`src/inc/soft_reset_pkg.sv`:
```
// Constants shared by the soft reset and status register bank
package soft_reset_pkg;

  // ----------------------------------------------------------------
  // Serial frame layout
  // ----------------------------------------------------------------
  localparam int          HDR_BITS      = 8;
  localparam int          FRAME_BITS    = 24;
  localparam int          HDR_READ_BIT  = 7;
  localparam logic [4:0]  CNT_HDR_DONE  = 5'h08;
  localparam logic [4:0]  CNT_FRAME_END = 5'h18;
  localparam logic [4:0]  CNT_FIRST_SHIFT = 5'h09;

  // ----------------------------------------------------------------
  // Register offsets
  // ----------------------------------------------------------------
  localparam logic [5:0] OFS_SOFTWARE_RESET_TRIGGER = 6'h00;
  localparam logic [5:0] OFS_INTERRUPT_STATUS       = 6'h24;
  localparam logic [5:0] OFS_RESET_INDICATOR        = 6'h25;
  localparam logic [5:0] OFS_CURRENT_TIME_HIGH      = 6'h26;
  localparam logic [5:0] OFS_CURRENT_TIME_LOW       = 6'h27;
  localparam logic [5:0] OFS_GPIO_INPUT_LEVELS      = 6'h28;
  localparam logic [5:0] OFS_PART_IDENTIFIER        = 6'h2c;
  localparam logic [5:0] OFS_RECEIVE_STATUS         = 6'h2d;
  localparam logic [5:0] OFS_PACKET_TIMESTAMP_HIGH  = 6'h2e;
  localparam logic [5:0] OFS_PACKET_TIMESTAMP_LOW   = 6'h2f;
  localparam logic [5:0] OFS_BIT_ERROR_TEST_ENABLE  = 6'h30;
  localparam logic [5:0] OFS_POWER_SUPPLY_TEST_MODE = 6'h31;

  // ----------------------------------------------------------------
  // Field positions and reset values
  // ----------------------------------------------------------------
  localparam int          RESET_IND_BIT     = 7;
  localparam int          GPIO_IN_LSB       = 8;
  localparam int          CCA_FINAL_LSB     = 8;
  localparam int          BER_EN_BIT        = 15;
  localparam int          SUPPLY_SEL_LSB    = 2;
  localparam logic [15:0] RESET_TRIGGER_RST = 16'h0000;
  localparam logic        BER_EN_RST        = 1'b0;
  localparam logic [2:0]  SUPPLY_SEL_RST    = 3'h0;
  // Arbitrary identification value, not tied to any real part
  localparam logic [15:0] PART_ID_VALUE     = 16'h5a01;

  // ----------------------------------------------------------------
  // Operating modes
  // ----------------------------------------------------------------
  typedef enum logic [1:0] {
    MODE_IDLE,
    MODE_RECEIVE,
    MODE_TRANSMIT
  } op_mode_e;

endpackage

```
`src/verilog/spi_frame_slave.sv`:
```
// Serial frame slave: header, 16-bit data word, shift out on read
`timescale 1ns/1ps
module spi_frame_slave (
  input  wire logic        clk,          // System clock
  input  wire logic        rst,          // Power-on reset only
  input  wire logic        sclk_pin,     // Serial clock pin
  input  wire logic        mosi_pin,     // Serial data in pin
  input  wire logic        ce_n_pin,     // Chip enable pin, active low
  input  wire logic [15:0] rd_data,      // Read word, valid with hdr_pulse
  output logic             hdr_pulse,    // Header complete
  output logic             hdr_read,     // Header asks for a read
  output logic [5:0]       hdr_addr,     // Register offset
  output logic             wr_pulse,     // Write word complete
  output logic [15:0]      wr_data,      // Written word
  output logic             ce_active,    // Synchronised chip enable level
  output logic             miso,         // Serial data out
  output logic             miso_oe       // Serial data out enable
);

  logic [2:0]  sclk_sync;
  logic [1:0]  mosi_sync;
  logic [1:0]  ce_sync;
  logic [4:0]  cnt_reg;
  logic [23:0] shift_in_reg;
  logic [15:0] shift_out_reg;
  logic        rise;
  logic        fall;

  // ----------------------------------------------------------------
  // Pin synchronisers; edges come from the second and third stage
  // ----------------------------------------------------------------
  always_ff @(posedge clk) begin
    if (rst) begin
      sclk_sync <= 3'h0;
      mosi_sync <= 2'h0;
      ce_sync   <= 2'h3;
    end else begin
      sclk_sync <= {sclk_sync[1:0], sclk_pin};
      mosi_sync <= {mosi_sync[0], mosi_pin};
      ce_sync   <= {ce_sync[0], ce_n_pin};
    end
  end

  assign rise      = sclk_sync[1] & ~sclk_sync[2];
  assign fall      = ~sclk_sync[1] & sclk_sync[2];

  // Frame logic is cleared only by the power-on reset and by chip enable high, so a reset frame completes
  always_ff @(posedge clk) begin
    if (rst || ce_sync[1]) begin
      cnt_reg      <= 5'h00;
      shift_in_reg <= 24'h000000;
    end else if (rise && cnt_reg != soft_reset_pkg::CNT_FRAME_END) begin
      cnt_reg      <= cnt_reg + 5'h01;
      shift_in_reg <= {shift_in_reg[22:0], mosi_sync[1]};
    end
  end

  always_ff @(posedge clk) begin
    if (rst) begin
      hdr_pulse <= 1'b0;
      hdr_read  <= 1'b0;
      hdr_addr  <= 6'h00;
      wr_pulse  <= 1'b0;
      wr_data   <= 16'h0000;
      ce_active <= 1'b0;
    end else begin
      ce_active <= ~ce_sync[1];
      hdr_pulse <= 1'b0;
      wr_pulse  <= 1'b0;
      if (!ce_sync[1] && cnt_reg == soft_reset_pkg::CNT_HDR_DONE && !hdr_pulse && rise == 1'b0
          && shift_out_reg == 16'h0000 && !miso_oe) begin
        hdr_pulse <= 1'b1;
        hdr_read  <= shift_in_reg[soft_reset_pkg::HDR_READ_BIT];
        hdr_addr  <= shift_in_reg[5:0];
      end
      if (rise && !ce_sync[1] && !hdr_read && cnt_reg == soft_reset_pkg::CNT_FRAME_END - 5'h01) begin
        wr_pulse <= 1'b1;
        wr_data  <= {shift_in_reg[14:0], mosi_sync[1]};
      end
    end
  end

  // Read data leaves MSB first, changing on falling edges after the first data bit
  always_ff @(posedge clk) begin
    if (rst || ce_sync[1]) begin
      shift_out_reg <= 16'h0000;
      miso_oe       <= 1'b0;
      miso          <= 1'b0;
    end else if (hdr_pulse) begin
      shift_out_reg <= rd_data;
      miso_oe       <= hdr_read;
      miso          <= hdr_read & rd_data[15];
    end else if (fall && cnt_reg >= soft_reset_pkg::CNT_FIRST_SHIFT && miso_oe) begin
      shift_out_reg <= {shift_out_reg[14:0], 1'b0};
      miso          <= shift_out_reg[14];
    end
  end

endmodule // spi_frame_slave

```
`src/verilog/soft_reset_regs.sv`:
```
// Soft reset trigger, status and test registers behind the serial port
// Operation
// Any serial write to offset 00 starts a soft reset, data ignored.
// Soft reset clears digital logic only; radio stays powered.
// Soft reset forces the operating state machine to idle.
// Soft reset returns every serial register to its default.
// Soft reset leaves receive and transmit packet memories untouched.
// Logic stays in reset while chip enable remains low.
// Host raises chip enable to end reset; device then resumes.
// Reading offset 00 has no side effect and triggers nothing.
// Reset trigger register reads all zero.
// Serial interface logic is excluded from the soft reset.
`timescale 1ns/1ps
module soft_reset_regs (
  input  wire logic        clk,                 // 200 MHz system clock
  input  wire logic        rst,                 // Power-on reset, synchronous
  input  wire logic        spi_clk,             // Serial clock pin
  input  wire logic        spi_mosi,            // Serial data in pin
  input  wire logic        spi_ce_n,            // Chip enable pin, active low
  output logic             spi_miso,            // Serial data out pin
  output logic             spi_miso_oe,         // Serial data out enable
  input  wire logic [15:0] irq_flags,           // Interrupt status from core
  input  wire logic [23:0] current_time,        // Event timer value
  input  wire logic [6:0]  gpio_pins,           // GPIO input pins
  input  wire logic [7:0]  cca_final,           // Compensated energy result
  input  wire logic [6:0]  rx_pkt_length,       // Latched receive length
  input  wire logic [23:0] timestamp,           // Packet timestamp
  input  wire logic        rx_start,            // Sequencer asks for receive
  input  wire logic        tx_start,            // Sequencer asks for transmit
  input  wire logic        seq_done,            // Sequence finished
  output logic             logic_reset,         // Digital core reset
  output logic             radio_powered,       // Transceiver power enable
  output logic [1:0]       op_mode,             // Current operating mode
  output logic             ber_enable,          // Bit error test enable
  output logic [2:0]       supply_test_select   // Supply test mode select
);

  typedef enum logic {
    RST_RUN,
    RST_HELD
  } rst_state_e;

  rst_state_e  rst_state_reg;
  logic        hdr_pulse;
  logic        hdr_read;
  logic [5:0]  hdr_addr;
  logic        wr_pulse;
  logic [15:0] wr_data;
  logic        ce_active;
  logic        miso_w;
  logic        miso_oe_w;
  logic [15:0] rd_next;
  logic        reg_clear;
  logic        trigger_write;
  logic        reset_ind_reg;
  logic [6:0]  gpio_s1_reg;
  logic [6:0]  gpio_s2_reg;

  // ----------------------------------------------------------------
  // Serial port
  // ----------------------------------------------------------------
  spi_frame_slave u_spi (
    .clk       (clk),
    .rst       (rst),
    .sclk_pin  (spi_clk),
    .mosi_pin  (spi_mosi),
    .ce_n_pin  (spi_ce_n),
    .rd_data   (rd_next),
    .hdr_pulse (hdr_pulse),
    .hdr_read  (hdr_read),
    .hdr_addr  (hdr_addr),
    .wr_pulse  (wr_pulse),
    .wr_data   (wr_data),
    .ce_active (ce_active),
    .miso      (miso_w),
    .miso_oe   (miso_oe_w)
  );

  assign spi_miso    = miso_w;
  assign spi_miso_oe = miso_oe_w;

  // ----------------------------------------------------------------
  // Soft reset control
  // ----------------------------------------------------------------
  assign trigger_write = wr_pulse && hdr_addr == soft_reset_pkg::OFS_SOFTWARE_RESET_TRIGGER;
  assign reg_clear     = rst || trigger_write || rst_state_reg == RST_HELD;

  always_ff @(posedge clk) begin
    if (rst) begin
      rst_state_reg <= RST_RUN;
    end else begin
      case (rst_state_reg)
        RST_RUN: begin
          if (trigger_write) begin
            rst_state_reg <= RST_HELD;
          end
        end
        RST_HELD: begin
          if (!ce_active) begin
            rst_state_reg <= RST_RUN;
          end
        end
        default: begin
          rst_state_reg <= RST_RUN;
        end
      endcase
    end
  end

  // Core reset follows the hold state; the packet memories never see it
  always_ff @(posedge clk) begin
    if (rst) begin
      logic_reset <= 1'b1;
    end else begin
      logic_reset <= trigger_write || (rst_state_reg == RST_HELD && ce_active);
    end
  end

  // Transceiver power is untouched by the soft reset
  always_ff @(posedge clk) begin
    if (rst) begin
      radio_powered <= 1'b0;
    end else begin
      radio_powered <= 1'b1;
    end
  end

  // ----------------------------------------------------------------
  // Operating mode
  // ----------------------------------------------------------------
  always_ff @(posedge clk) begin
    if (reg_clear) begin
      op_mode <= soft_reset_pkg::MODE_IDLE;
    end else if (op_mode == soft_reset_pkg::MODE_IDLE && rx_start) begin
      op_mode <= soft_reset_pkg::MODE_RECEIVE;
    end else if (op_mode == soft_reset_pkg::MODE_IDLE && tx_start) begin
      op_mode <= soft_reset_pkg::MODE_TRANSMIT;
    end else if (seq_done) begin
      op_mode <= soft_reset_pkg::MODE_IDLE;
    end
  end

  // ----------------------------------------------------------------
  // Writable test registers
  // ----------------------------------------------------------------
  always_ff @(posedge clk) begin
    if (reg_clear) begin
      ber_enable         <= soft_reset_pkg::BER_EN_RST;
      supply_test_select <= soft_reset_pkg::SUPPLY_SEL_RST;
    end else if (wr_pulse) begin
      if (hdr_addr == soft_reset_pkg::OFS_BIT_ERROR_TEST_ENABLE) begin
        ber_enable <= wr_data[soft_reset_pkg::BER_EN_BIT];
      end
      if (hdr_addr == soft_reset_pkg::OFS_POWER_SUPPLY_TEST_MODE) begin
        supply_test_select <= wr_data[soft_reset_pkg::SUPPLY_SEL_LSB +: 3];
      end
    end
  end

  // Reset indicator: set by any reset, cleared by reading it; set wins
  always_ff @(posedge clk) begin
    if (reg_clear) begin
      reset_ind_reg <= 1'b1;
    end else if (hdr_pulse && hdr_read && hdr_addr == soft_reset_pkg::OFS_RESET_INDICATOR) begin
      reset_ind_reg <= 1'b0;
    end
  end

  // GPIO pins come from outside the clock domain
  always_ff @(posedge clk) begin
    if (rst) begin
      gpio_s1_reg <= 7'h00;
      gpio_s2_reg <= 7'h00;
    end else begin
      gpio_s1_reg <= gpio_pins;
      gpio_s2_reg <= gpio_s1_reg;
    end
  end

  // ----------------------------------------------------------------
  // Read mux; the trigger register reads zero and reading it does nothing
  // ----------------------------------------------------------------
  always_comb begin
    rd_next = 16'h0000;
    case (hdr_addr)
      soft_reset_pkg::OFS_SOFTWARE_RESET_TRIGGER: rd_next = soft_reset_pkg::RESET_TRIGGER_RST;
      soft_reset_pkg::OFS_INTERRUPT_STATUS:       rd_next = irq_flags;
      soft_reset_pkg::OFS_RESET_INDICATOR:        rd_next[soft_reset_pkg::RESET_IND_BIT] = reset_ind_reg;
      soft_reset_pkg::OFS_CURRENT_TIME_HIGH:      rd_next[7:0] = current_time[23:16];
      soft_reset_pkg::OFS_CURRENT_TIME_LOW:       rd_next = current_time[15:0];
      soft_reset_pkg::OFS_GPIO_INPUT_LEVELS:      rd_next[soft_reset_pkg::GPIO_IN_LSB +: 7] = gpio_s2_reg;
      soft_reset_pkg::OFS_PART_IDENTIFIER:        rd_next = soft_reset_pkg::PART_ID_VALUE;
      soft_reset_pkg::OFS_RECEIVE_STATUS:         rd_next = {cca_final, 1'b0, rx_pkt_length};
      soft_reset_pkg::OFS_PACKET_TIMESTAMP_HIGH:  rd_next[7:0] = timestamp[23:16];
      soft_reset_pkg::OFS_PACKET_TIMESTAMP_LOW:   rd_next = timestamp[15:0];
      soft_reset_pkg::OFS_BIT_ERROR_TEST_ENABLE:  rd_next[soft_reset_pkg::BER_EN_BIT] = ber_enable;
      soft_reset_pkg::OFS_POWER_SUPPLY_TEST_MODE: rd_next[soft_reset_pkg::SUPPLY_SEL_LSB +: 3] = supply_test_select;
      default:                                    rd_next = 16'h0000;
    endcase
  end
endmodule // soft_reset_regs

```
`config.mk`:
```
export PLATFORM = sky130hd
export DESIGN_NAME = soft_reset_regs
export DESIGN_NICKNAME = d
export VERILOG_FILES = /design/src/inc/soft_reset_pkg.sv /design/src/verilog/spi_frame_slave.sv /design/src/verilog/soft_reset_regs.sv
export SDC_FILE = /design/constraint.sdc
export NUM_CORES = 1
export LEC_CHECK = 0
export ABC_AREA = 1
export BUFFER_PORTS_ARGS = -buffer_cell sky130_fd_sc_hd__buf_2
export CORE_UTILIZATION = 53
export CTS_CLUSTER_DIAMETER = 200
export DETAILED_ROUTE_END_ITERATION = 6
export MAX_ROUTING_LAYER = met4
export PLACE_DENSITY = 0.87
export SYNTH_ARGS = -nofsm -noshare
export SYNTH_HDL_FRONTEND = slang
export SYNTH_SLANG_ARGS = --single-unit
```
`constraint.sdc`:
```
create_clock -name clk -period 1.85 [get_ports clk]
set_clock_uncertainty 0.1 [all_clocks]
set_input_delay 0.0925 -clock clk [delete_from_list [all_inputs] [get_ports clk]]
set_output_delay 0.0925 -clock clk [all_outputs]
set_load 0.02 [all_outputs]
```
; Word-level counts from Yosys, hierarchy flattened
; Index checks and enable logic that the tools add are counted.
[classes]
n_div = 0
n_shift = 0
multipliers = 0
addsub = 1
n_bitwise = 8
n_lt_le_gt_ge = 1
reduce_logical = 34
eq_ne = 14
muxes = 19
[op_table]
columns = op, n
row1 = $eq 6x6->1 const B, 11
row2 = $pmux 7 s6, 1
row3 = $mux 16, 2
row4 = $pmux 3 s7, 1
row5 = $logic_and 1x1->1, 17
row6 = $logic_not 16->1, 1
row7 = $pmux 2 s7, 1
row8 = $pmux 2 s6, 1
row9 = $mux 1, 8
row10 = $logic_not 6->1, 1
row11 = $pmux 1 s6, 1
row12 = $add 5x1->5 const B, 1
row13 = $eq 5x4->1 const B, 1
row14 = $eq 5x5->1 const B, 1
row15 = $ge 5x4->1 const B, 1
row16 = $ne 5x5->1 const B, 1
row17 = $not 1->1, 5
row18 = $pmux 1 s5, 1
row19 = $logic_not 1->1, 4
row20 = $logic_or 1x1->1, 4
row21 = $mux 2, 2
row22 = $reduce_and 2->1, 2
row23 = $reduce_bool 2->1, 2
row24 = $and 1x1->1, 3
row25 = other kinds (4), 4
[word_totals]
latch_bits = 0
mem_count = 0
out_inout_bits = 10
reg_bits = 95
input_bits = 94
rom_bits = 0
mem_bits_rw = 0

; Depth between registers and ports, before layout
; Gate-level depths: netlist of the first run.
[depth]
depth_word = 7
depth_mapped = 12

; Hierarchy
; From an unflattened synthesis of the first run, not the netlist that was laid out.
[unflattened]
cells_unflattened = 745
hier_area_um2 = 4927.2
[by_module_without_submodules]
columns = mod, area_per_inst_um2, cells_each, n_inst
row1 = spi_frame_slave, 3130.5, 409, 1
row2 = soft_reset_regs, 1796.7, 336, 1

; Least setup slack after synthesis of the first run
; OpenSTA, ideal clock, no wires.
[synth_path]
kind = register to register
from = register u_spi.cnt_reg[0]
to = register u_spi.cnt_reg[4]
arrival_ps = 1328
path_buffers = 1
slack_ps = 307
synth_period_minus_slack_ps = 1543
required_ps = 1635
setup_ps = 115
stages_incl_launch_ff = 10
cell_sequence = dfxtp_1 inv_1 ha_1 nand4_1 nand2_1 buf_2 nor3_1 nand3_1 nand2_1 nor2_1
[synth_between]
elab_chain_len = 2
[synth_lines]
columns = element, line_no
row1 = start: declaration, spi_frame_slave.sv:23  ; logic [4:0] cnt_reg;
row2 = start signal: assignment, spi_frame_slave.sv:53  ; cnt_reg <= cnt_reg + 5'h01;
row3 = "parallel branches: the longest is 2 deep, another holds $add 5x1->5", -
; Parallel ways; which one is timed is not known.
; A chain may end at the register's enable or synchronous reset.

; Worst setup path after layout of the first run
[layout_path]
from = register u_spi.hdr_addr[4]
to = register u_spi.shift_out_reg[13]
[layout_between]
elab_chain_len = 3
[layout_lines]
columns = element, line_no
row1 = start: declaration, spi_frame_slave.sv:12  ; output logic [5:0] hdr_addr,
row2 = start signal: assignment, spi_frame_slave.sv:74  ; hdr_addr <= shift_in_reg[5:0];
row3 = $eq 6x6->1, soft_reset_regs.sv:185  ; case (hdr_addr)
row4 = $pmux 7 s6 (*), soft_reset_regs.sv:185
row5 = $mux 16 (*), spi_frame_slave.sv:89  ; end else if (hdr_pulse) begin
row6 = end signal: assignment, spi_frame_slave.sv:90  ; shift_out_reg <= rd_data;
row7 = end signal: assignment, spi_frame_slave.sv:94  ; shift_out_reg <= {shift_out_reg[14:0], 1'b0};
row8 = end: declaration, spi_frame_slave.sv:25  ; logic [15:0] shift_out_reg;
; Mark *: on every way between the ends. The rest lies on a longest branch, timed or not.

==> impl_metrics.env, run 1 <==
export IMPL_cap_violations=0
export IMPL_worst_hold_slack_ns=0.01769
export IMPL_synth_area_um2=4085
export IMPL_antenna_cells=0
export IMPL_ctsRootBufferMaster="clkbuf_8"
export IMPL_rows=31
export IMPL_drv_slew=0
export IMPL_cts_sinks=83
export IMPL_dpl_cell_area_um2=4687
export IMPL_synth_most_common_cell="nand2_1"
export IMPL_synth_top_cell_area_share_pct=40.67
export IMPL_die_area_um2=8063
export IMPL_tns_ns=0
export IMPL_port_buffers=103
export IMPL_grtUsageTotal_pct=28.58
export IMPL_cp_end_kind="flop"
export IMPL_syn_inst=618
export IMPL_grt_max_degree=34
export IMPL_hold_path_class="in -> reg"
export IMPL_dp_cells=804
export IMPL_outcome="complete, no violations"
export IMPL_instances_no_fill=836
export IMPL_synthTopCellsByArea="dfxtp_1 (41%), nand2_1 (11%), nor2_1 (10%)"
export IMPL_vias=4408
export IMPL_max_freq_mhz=582.1
export IMPL_layout_drive_gt1_share_pct=21.03
export IMPL_tightest_slew_ns=0.3901
export IMPL_finalSetupViolations=0
export IMPL_finalPower_mw=3.246
export IMPL_vias_per_cell=5.273
export IMPL_worst_setup_path_type="reg -> reg"
export IMPL_path_max_fanout=5
export IMPL_grt_pass1_vias=4103
export IMPL_nFillCells=637
export IMPL_p_leak_nw=2.299
export IMPL_largest_reg_flops=16
export IMPL_num_io_pins=104
export IMPL_ys_types=26
export IMPL_tritoncts="yes"
export IMPL_yosys_top_cells_count="nand2_1 (116), nor2_1 (114), dfxtp_1 (83)"
export IMPL_cts_buffer_depth=2
export IMPL_antenna_found_initial=0
export IMPL_synth_avg_cell_area_um2=6.610
export IMPL_clk_latency_ns=0.36
export IMPL_die_x_um=89.80
export IMPL_wl_per_cell_um=13.50
export IMPL_finalHoldViolations=0
export IMPL_cellPowerDensity_nw_per_um2=643.6
export IMPL_ys_seq_elements=83
export IMPL_start_util_pct=55.43
export IMPL_nets=829
export IMPL_h_tree_depth=3
export IMPL_core_um2=7370
export IMPL_grt_pass1_wl_um=18060
export IMPL_gp_congestion=0.9050
export IMPL_firstDrtPassIters=5
export IMPL_post_cts_setup_buffers=0
export IMPL_min_period_ns=1.718
export IMPL_worstSetupStartpointType="flop"
export IMPL_fp_dieH_um=89.80
export IMPL_peakVddDrop_mv=0.7016
export IMPL_synth_edf_count=0
export IMPL_cp_arrival_ns=1.87
export IMPL_async_flop_share_pct=0
export IMPL_synth_seq_area_share_pct=40.67
export IMPL_ys_flop_type="dfxtp_1"
export IMPL_slew_headroom_pct=73.93
export IMPL_area_delta_synth_final_pct=23.46
export IMPL_dp_final_hpwl_um=8181
export IMPL_period_share_pct=92.86
export IMPL_syn_nets=715
export IMPL_worstPathRequired_ns=2.00
export IMPL_yosys_area_top_type="dfxtp_1"
export IMPL_design_area_um2=5044
export IMPL_synth_warnings=0
export IMPL_finalWirelength_um=11280
export IMPL_final_antenna_net_count=0
export IMPL_grt_remaining_overflow=0
export IMPL_path_clk_slew_ns=0.08
export IMPL_drc=0
export IMPL_multi_input_area_um2=2031
export IMPL_drt_iter0_drc=294
export IMPL_register_area_um2=1662
export IMPL_cts_buffers_inserted=9
==> final cells by class <==
type	instances	area share (%)
Clock buffer	12	3.076
Clock inverter	4	0.4962
Inverter	68	5.135
Multi-Input combinational cell	439	40.26
Sequential cell	83	32.94
Tap cell	99	2.456
Timing Repair Buffer	130	15.48
Timing Repair inverter	1	0.1488
==> layout by cell type (no fill, tap or decap), types with 3 or more instances in the layout <==
cell,count
a21oi_1,38
buf_2,103
buf_4,10
clkbuf_8,11
clkinvlp_4,4
dfxtp_1,83
dlygate4sd3_1,15
ha_1,3
inv_1,65
nand2_1,112
nand2_2,7
nand3_1,81
nand4_1,8
nor2_1,114
nor2_2,4
nor2_4,6
nor3_1,6
o21a_1,6
o21ai_0,41
o21ai_1,3
or2_2,4
==> worst paths after layout <==
check	from	endpoint	slack, ns	depth (start not counted)
max	u_spi.hdr_addr[4]	u_spi.shift_out_reg[13]	0.13	9
min	current_time[22]	u_spi.shift_out_reg[6]	0.02	5
max reg2reg	u_spi.hdr_addr[4]	u_spi.shift_out_reg[13]	0.13	9
min reg2reg	gpio_s1_reg[3]	gpio_s2_reg[3]	0.30	2
==> report_power, final <==
part	internal [mW]	switching (mW)
Clock	0.557	0.636
Combinational	0.121	0.108
Sequential	1.81	0.0115
Total	2.49	0.755
==> cell families (layout without fill, tap and decap cells) <==
family | after synthesis | in the layout | synth area share, %
buffers and inverters | 96 | 215 | 9.984
AND/OR/NAND/NOR | 345 | 345 | 36.72
flip-flops | 83 | 83 | 40.67
adder cells (fa/ha/maj) | 3 | 3 | 0.9189
AO/OA/AOI/OAI | 91 | 91 | 11.70
==> per-stage QoR <==
step | util [%] | setup slack [ns]
global route | 68.44 | -0.0003950
detailed placement | 63.60 | 0.03646
CTS | 68.08 | 0.01261
global placement | 63.60 | 0.1569
finish | 68.44 | 0.1322
floorplan | - | 0.3074
==> timing repair <==
item	4_1_cts	5_1_grt
gates resized for setup	0	11
hold buffers	15	0
endpoints found under the hold margin	15	0
setup endpoints to repair	0	20
==> per-layer routing <==
layer  wire length (um)  vias to the layer above  GRT usage [%]  share of wire [%]
li1                   -                     2204              -                  -
met1               4723                     1961          31.97                 42
met2               5360                      211          49.36                 48
met3                816                       32          4.230                7.2
met4                382                        0          14.89                3.4
met5                  0                        -              -                  0
==> critical path, stage by stage (launching register included) <==
cell	delay (ns)
dfxtp_1	0.43
inv_1	0.08
nand2_1	0.20
nor2_1	0.12
nand2_1	0.17
nor2_1	0.06
nor2_1	0.23
nand2_1	0.08
nand2_1	0.06
a21oi_1	0.06
No activity file was read; power rests on OpenSTA's default activity.
==> inputs of run 2 (changes only) <==
ABC_CLOCK_PERIOD_IN_PS = 1850   (was not set)
REMOVE_ABC_BUFFERS = 1   (was not set)
==> impl_metrics.env, run 2 (synthesis results as in run 1) <==
export IMPL_use_met3_pct=4.569
export IMPL_max_stage_delay_ns=0.43
export IMPL_hold_path_class="in -> reg"
export IMPL_p_leak_nw=2.333
export IMPL_clk_latency_ns=0.37
export IMPL_min_period_ns=1.724
export IMPL_grt_remaining_overflow=0
export IMPL_cap_violations=0
export IMPL_rr_worst_depth=9
export IMPL_drv_slew=0
export IMPL_cp_end_kind="flop"
export IMPL_largest_reg_flops=16
export IMPL_cp_arrival_ns=1.88
export IMPL_clockPowerShare_pct=42.3
export IMPL_worstPathCellList="inv_1 -> nand2_1 -> nor2_1 -> nand2_1 -> nor2_1 -> nor2_1 -> nand2_1 -> nand2_1 -> a21oi_1"
export IMPL_finalWirelength_um=11660
export IMPL_multi_input_area_um2=2018
export IMPL_dp_final_hpwl_um=8465
export IMPL_reg2reg_to="u_spi.shift_out_reg[8]"
export IMPL_r2r_start="u_spi.hdr_addr[0]"
export IMPL_worstSetupStartpointType="flop"
export IMPL_busiest_layer="met2"
export IMPL_nFillCells=661
export IMPL_h_tree_depth=3
export IMPL_antenna_cells=0
export IMPL_rows=31
export IMPL_r2r_slack_ns=0.13
export IMPL_cp_buffers_inverters=1
export IMPL_final_antenna_net_count=0
export IMPL_grt_max_degree=34
export IMPL_layout_drive_gt1_share_pct=20.87
export IMPL_period_share_pct=93.18
export IMPL_nets=830
export IMPL_whs_path_depth=7
export IMPL_finalSetupViolations=0
export IMPL_whs_endpoint="u_spi.shift_out_reg[7]"
export IMPL_wl_per_cell_um=13.94
export IMPL_antenna_found_initial=0
export IMPL_rsz0062_at_grt="false"
export IMPL_internal_power_mw=2.723
export IMPL_instances_no_fill=837
export IMPL_grt_pass1_vias=4159
export IMPL_tritoncts="yes"
export IMPL_finalHoldViolations=0
export IMPL_drc=0
export IMPL_worst_setup_path_type="reg -> reg"
export IMPL_cts_sinks=83
export IMPL_start_util_pct=55.43
export IMPL_worstHoldStart="irq_flags[7]"
export IMPL_tightest_slew_ns=0.4379
export IMPL_path_max_fanout=5
export IMPL_grtUsageMet1_pct=35.60
export IMPL_port_buffers=103
export IMPL_die_area_um2=8063
export IMPL_final_common_cell="nand2_1"
export IMPL_ctsRootBufferMaster="clkbuf_8"
export IMPL_slew_headroom_pct=70.74
export IMPL_die_x_um=89.80
export IMPL_outcome="complete, no violations"
export IMPL_layout_common_cells="nand2_1 (115), nor2_1 (114), buf_2 (103)"
export IMPL_cts_buffers_inserted=9
export IMPL_crit_top_cell="nand2_1"
export IMPL_area_delta_synth_final_pct=24.32
export IMPL_seqPwrFrac_pct=51.1
export IMPL_num_io_pins=104
export IMPL_max_freq_mhz=580.1
export IMPL_tns_ns=0
export IMPL_core_um2=7370
export IMPL_switching_share_pct=23.70
export IMPL_p_comb_share_pct=6.5
export IMPL_switching_power_uw=845.7
export IMPL_dp_cells=806
export IMPL_met2_usage_pct=50.90
export IMPL_cp_slowest_cell="dfxtp_1"
export IMPL_worstPathRequired_ns=2.01
export IMPL_cts_buffer_depth=2
export IMPL_vias=4389
export IMPL_drt_iter0_drc=276
export IMPL_peakVddDrop_mv=0.5217
export IMPL_cellPowerDensity_nw_per_um2=702.7
export IMPL_grtUsageTotal_pct=30.60
export IMPL_vias_per_cell=5.244
export IMPL_firstDrtPassIters=5
export IMPL_crit_family="simple AND/OR/NAND/NOR gates"
export IMPL_register_area_um2=1662
export IMPL_worst_hold_slack_ns=0.02953
export IMPL_grt_pass1_wl_um=19020
export IMPL_path_clk_slew_ns=0.09
export IMPL_gp_congestion=0.9676
export IMPL_fp_dieH_um=89.80
## run 2: per-stage QoR
step / total power [mW] / util [%] / instance area, um^2 / setup slack [ns]
after floorplan: 1.928 / - / 3933 / 0.08222
after CTS: 3.572 / 68.51 / 5049 / 0.1174
final: 3.569 / 68.91 / 5079 / 0.1262
after global placement: 2.064 / 63.46 / 4677 / 0.1964
after global routing: 3.683 / 68.91 / 5079 / 0.001451
after detailed placement: 2.069 / 63.46 / 4677 / 0.1335
## run 2: layout make-up
type	count	share of cell area, %
Sequential cell	83	32.72
Tap cell	99	2.439
Clock buffer	9	2.439
Clock inverter	7	2.119
Inverter	68	5.100
Timing Repair Buffer	132	15.45
Multi-Input combinational cell	439	39.74
## run 2: timing repair
| item | CTS | global route |
|---|---|---|
| buffers inserted | 0 | 1 |
| endpoints found under the hold margin | 17 | 0 |
| setup endpoints to repair | 0 | 11 |
| resized for setup | 0 | 4 |
| hold buffers | 14 | 0 |
## run 2: worst max-delay path by stage
stage	start	end	slack, ns	cells past startpoint
detailed placement	u_spi.cnt_reg[0]	u_spi.shift_in_reg[3]	0.13	7
floorplan	u_spi.cnt_reg[1]	u_spi.shift_out_reg[11]	0.08	10
CTS	u_spi.cnt_reg[0]	u_spi.shift_in_reg[3]	0.12	7
global placement	u_spi.cnt_reg[0]	u_spi.shift_in_reg[6]	0.20	7
finish	u_spi.hdr_addr[0]	u_spi.shift_out_reg[8]	0.13	9
global route	u_spi.hdr_addr[1]	u_spi.shift_out_reg[8]	0.001	9
## run 2: power by group through the flow
| stage | clock network [mW] | logic (mW) | registers, mW |
|---|---|---|---|
| after global routing | 1.60 | 0.255 | 1.83 |
| after detailed placement | 0 | 0.202 | 1.87 |
| after global placement | 0 | 0.198 | 1.87 |
| after floorplan | 0 | 0.0557 | 1.87 |
| final | 1.51 | 0.234 | 1.83 |
| after CTS | 1.52 | 0.226 | 1.83 |
## run 2: worst reg2reg max path, cell delays in order, from the launching register on
cell and delay (ns):
dfxtp_1 0.43, inv_1 0.12, nand2_1 0.16, nor2_1 0.10, nand2_1 0.15, nor2_1 0.06
nor2_1 0.28, nand2_1 0.10, nand2_1 0.06, a21oi_1 0.05
## run 2: routing by layer
layer	vias up	wire (um)
li1	2207	-
met1	1946	4870
met2	201	5518
met3	35	835
met4	0	439
met5	-	0
==> inputs of run 3 (changes only) <==
ABC_CLOCK_PERIOD_IN_PS = 1720   (was 1850)
clock period = 1.72 ns   (was 1.85 ns; I/O delays follow)
==> impl_metrics.env, run 3 (synthesis results as in run 1) <==
export IMPL_outcome="complete, no violations"
export IMPL_nets=840
export IMPL_dp_final_hpwl_um=8707
export IMPL_port_buffers=103
export IMPL_grt_remaining_overflow=0
export IMPL_layout_common_cells="nor2_1 (110), nand2_1 (108), buf_2 (103)"
export IMPL_design_area_um2=5243
export IMPL_worstPathRequired_ns=1.86
export IMPL_h_tree_depth=3
export IMPL_final_common_cell="nor2_1"
export IMPL_cap_violations=0
export IMPL_drt_iter0_drc=497
export IMPL_largest_reg_flops=16
export IMPL_gp_congestion=0.9866
export IMPL_whs_endpoint="u_spi.shift_out_reg[5]"
export IMPL_grt_pass1_vias=4281
export IMPL_layout_drive_gt1_share_pct=23.40
export IMPL_wl_per_cell_um=14.26
export IMPL_start_util_pct=55.43
export IMPL_cts_buffers_inserted=9
export IMPL_cp_end_kind="flop"
export IMPL_cellPowerDensity_nw_per_um2=755.3
export IMPL_max_stage_delay_ns=0.37
export IMPL_worstSetupStartpointType="flop"
export IMPL_min_period_ns=1.654
export IMPL_fin_util_pct=71.14
export IMPL_max_freq_mhz=604.6
export IMPL_worst_hold_slack_ns=0.04150
export IMPL_die_x_um=89.80
export IMPL_rsz0062_at_grt="true"
export IMPL_clk_latency_ns=0.35
export IMPL_peakVddDrop_mv=0.6057
export IMPL_hold_path_class="in -> reg"
export IMPL_final_antenna_net_count=0
export IMPL_worstPathCellList="nor2_4 -> nand2_1 -> nor3_1 -> nand2_1 -> nand3_1 -> a211oi_1"
export IMPL_core_um2=7370
export IMPL_antenna_found_initial=0
export IMPL_path_clk_slew_ns=0.09
export IMPL_worst_setup_path_type="reg -> reg"
export IMPL_grt_max_degree=24
export IMPL_vias=4494
export IMPL_cts_sinks=83
export IMPL_finalWorstSetupSlack_ns=0.06599
export IMPL_vias_per_cell=5.306
export IMPL_crit_top_cell="nand2_1"
export IMPL_tightest_slew_ns=0.3525
export IMPL_nFillCells=608
export IMPL_period_share_pct=96.16
export IMPL_fp_dieH_um=89.80
export IMPL_rows=31
export IMPL_cp_arrival_ns=1.80
export IMPL_grtUsageTotal_pct=31.10
export IMPL_ctsRootBufferMaster="clkbuf_8"
export IMPL_rr_worst_depth=6
export IMPL_worstHoldStart="current_time[5]"
export IMPL_place_ws_ns=0.005859
export IMPL_p_leak_nw=2.423
export IMPL_whs_path_depth=5
export IMPL_antenna_cells=0
export IMPL_cts_buffer_depth=2
export IMPL_finalSetupViolations=0
export IMPL_tritoncts="yes"
export IMPL_drv_slew=0
export IMPL_area_delta_synth_final_pct=28.33
export IMPL_path_max_fanout=6
export IMPL_num_io_pins=104
export IMPL_drc=0
export IMPL_r2r_start="u_spi.hdr_addr[0]"
export IMPL_reg2reg_to="ber_enable"
export IMPL_finalHoldViolations=0
export IMPL_firstDrtPassIters=6
export IMPL_cp_buffers_inverters=0
export IMPL_crit_family="simple AND/OR/NAND/NOR gates"
export IMPL_cp_slowest_cell="dfxtp_1"
export IMPL_dpl_cell_area_um2=4720
export IMPL_r2r_slack_ns=0.07
export IMPL_grt_pass1_wl_um=19360
export IMPL_slew_headroom_pct=76.32
export IMPL_die_area_um2=8063
export IMPL_finalWirelength_um=12070
==> run 3: cell types whose count changed in the layout (fill, tap and decap cells not counted), moves of 2 or more <==
cell	delta
o21ai_0	-5
dlygate4sd3_1	+5
dfxtp_2	+4
nor2_1	-4
dfxtp_1	-4
buf_4	+3
o21ai_1	+5
buf_6	+2
nand2_1	-7
nand2_2	+6
nor2_4	+3
==> run 3: metrics by stage <==
stage	total power, mW	std cells	setup TNS (ns)
2_1_floorplan	2.074	590	-0.4432
3_3_place_gp	2.225	810	0
3_5_place_dp	2.232	810	0
4_1_cts	3.963	845	0
5_1_grt	4.094	847	-0.3981
6_report	3.960	847	0
==> run 3: how the worst max path moves through the flow <==
stage          slack (ns)                      end         startpoint  depth (start not counted)
6_report             0.07               ber_enable  u_spi.hdr_addr[0]                          6
5_1_grt             -0.08  u_spi.shift_out_reg[15]  u_spi.hdr_addr[2]                          9
4_1_cts              0.02        u_spi.hdr_addr[4]   u_spi.cnt_reg[1]                          7
3_5_place_dp        0.006   u_spi.shift_in_reg[14]   u_spi.cnt_reg[0]                          7
3_3_place_gp         0.08   u_spi.shift_out_reg[8]   u_spi.cnt_reg[1]                         10
2_1_floorplan       -0.05  u_spi.shift_out_reg[11]   u_spi.cnt_reg[1]                         10
==> run 3: area by class of cell <==
cell class              instances  area (um^2)  share of cell area, %
multi-input cells             439         2071                  39.50
flip-flops and latches         83         1667                  31.79
repair buffers                142        879.6                  16.78
inverters                      68        255.2                  4.869
clock buffers                   9        123.9                  2.363
well taps                      99        123.9                  2.363
clock inverters                 7        122.6                  2.339
==> run 3: timing repair <==
item                                    in CTS  in global routing
endpoints found under the setup margin       2                 40
hold buffers                                19                  0
hold endpoints to repair                    15                  0
pin swaps                                    0                  2
setup buffers                                0                  2
cloned                                       0                  0
resized for setup                            2                 29
==> run 3: worst min-delay path: cells and delay by family <==
family          cells  cell delay (ns)
compound gates      1             0.09
simple gates        3             0.20
buf+inv             1             0.08
==> run 3: power by group <==
part,internal [mW],switching [mW],leakage (nW)
Combinational,0.137,0.128,1.62
Clock,0.977,0.754,0.122
Sequential,1.95,0.0126,0.676
Total,3.07,0.895,2.42
==> run 3: metal layers <==
metal  global-route usage, %  part of all wire (%)
met1                   36.97                    42
met2                   52.12                    47
met3                   6.007                   7.5
met4                   11.75                   3.1
met5                       -                     0
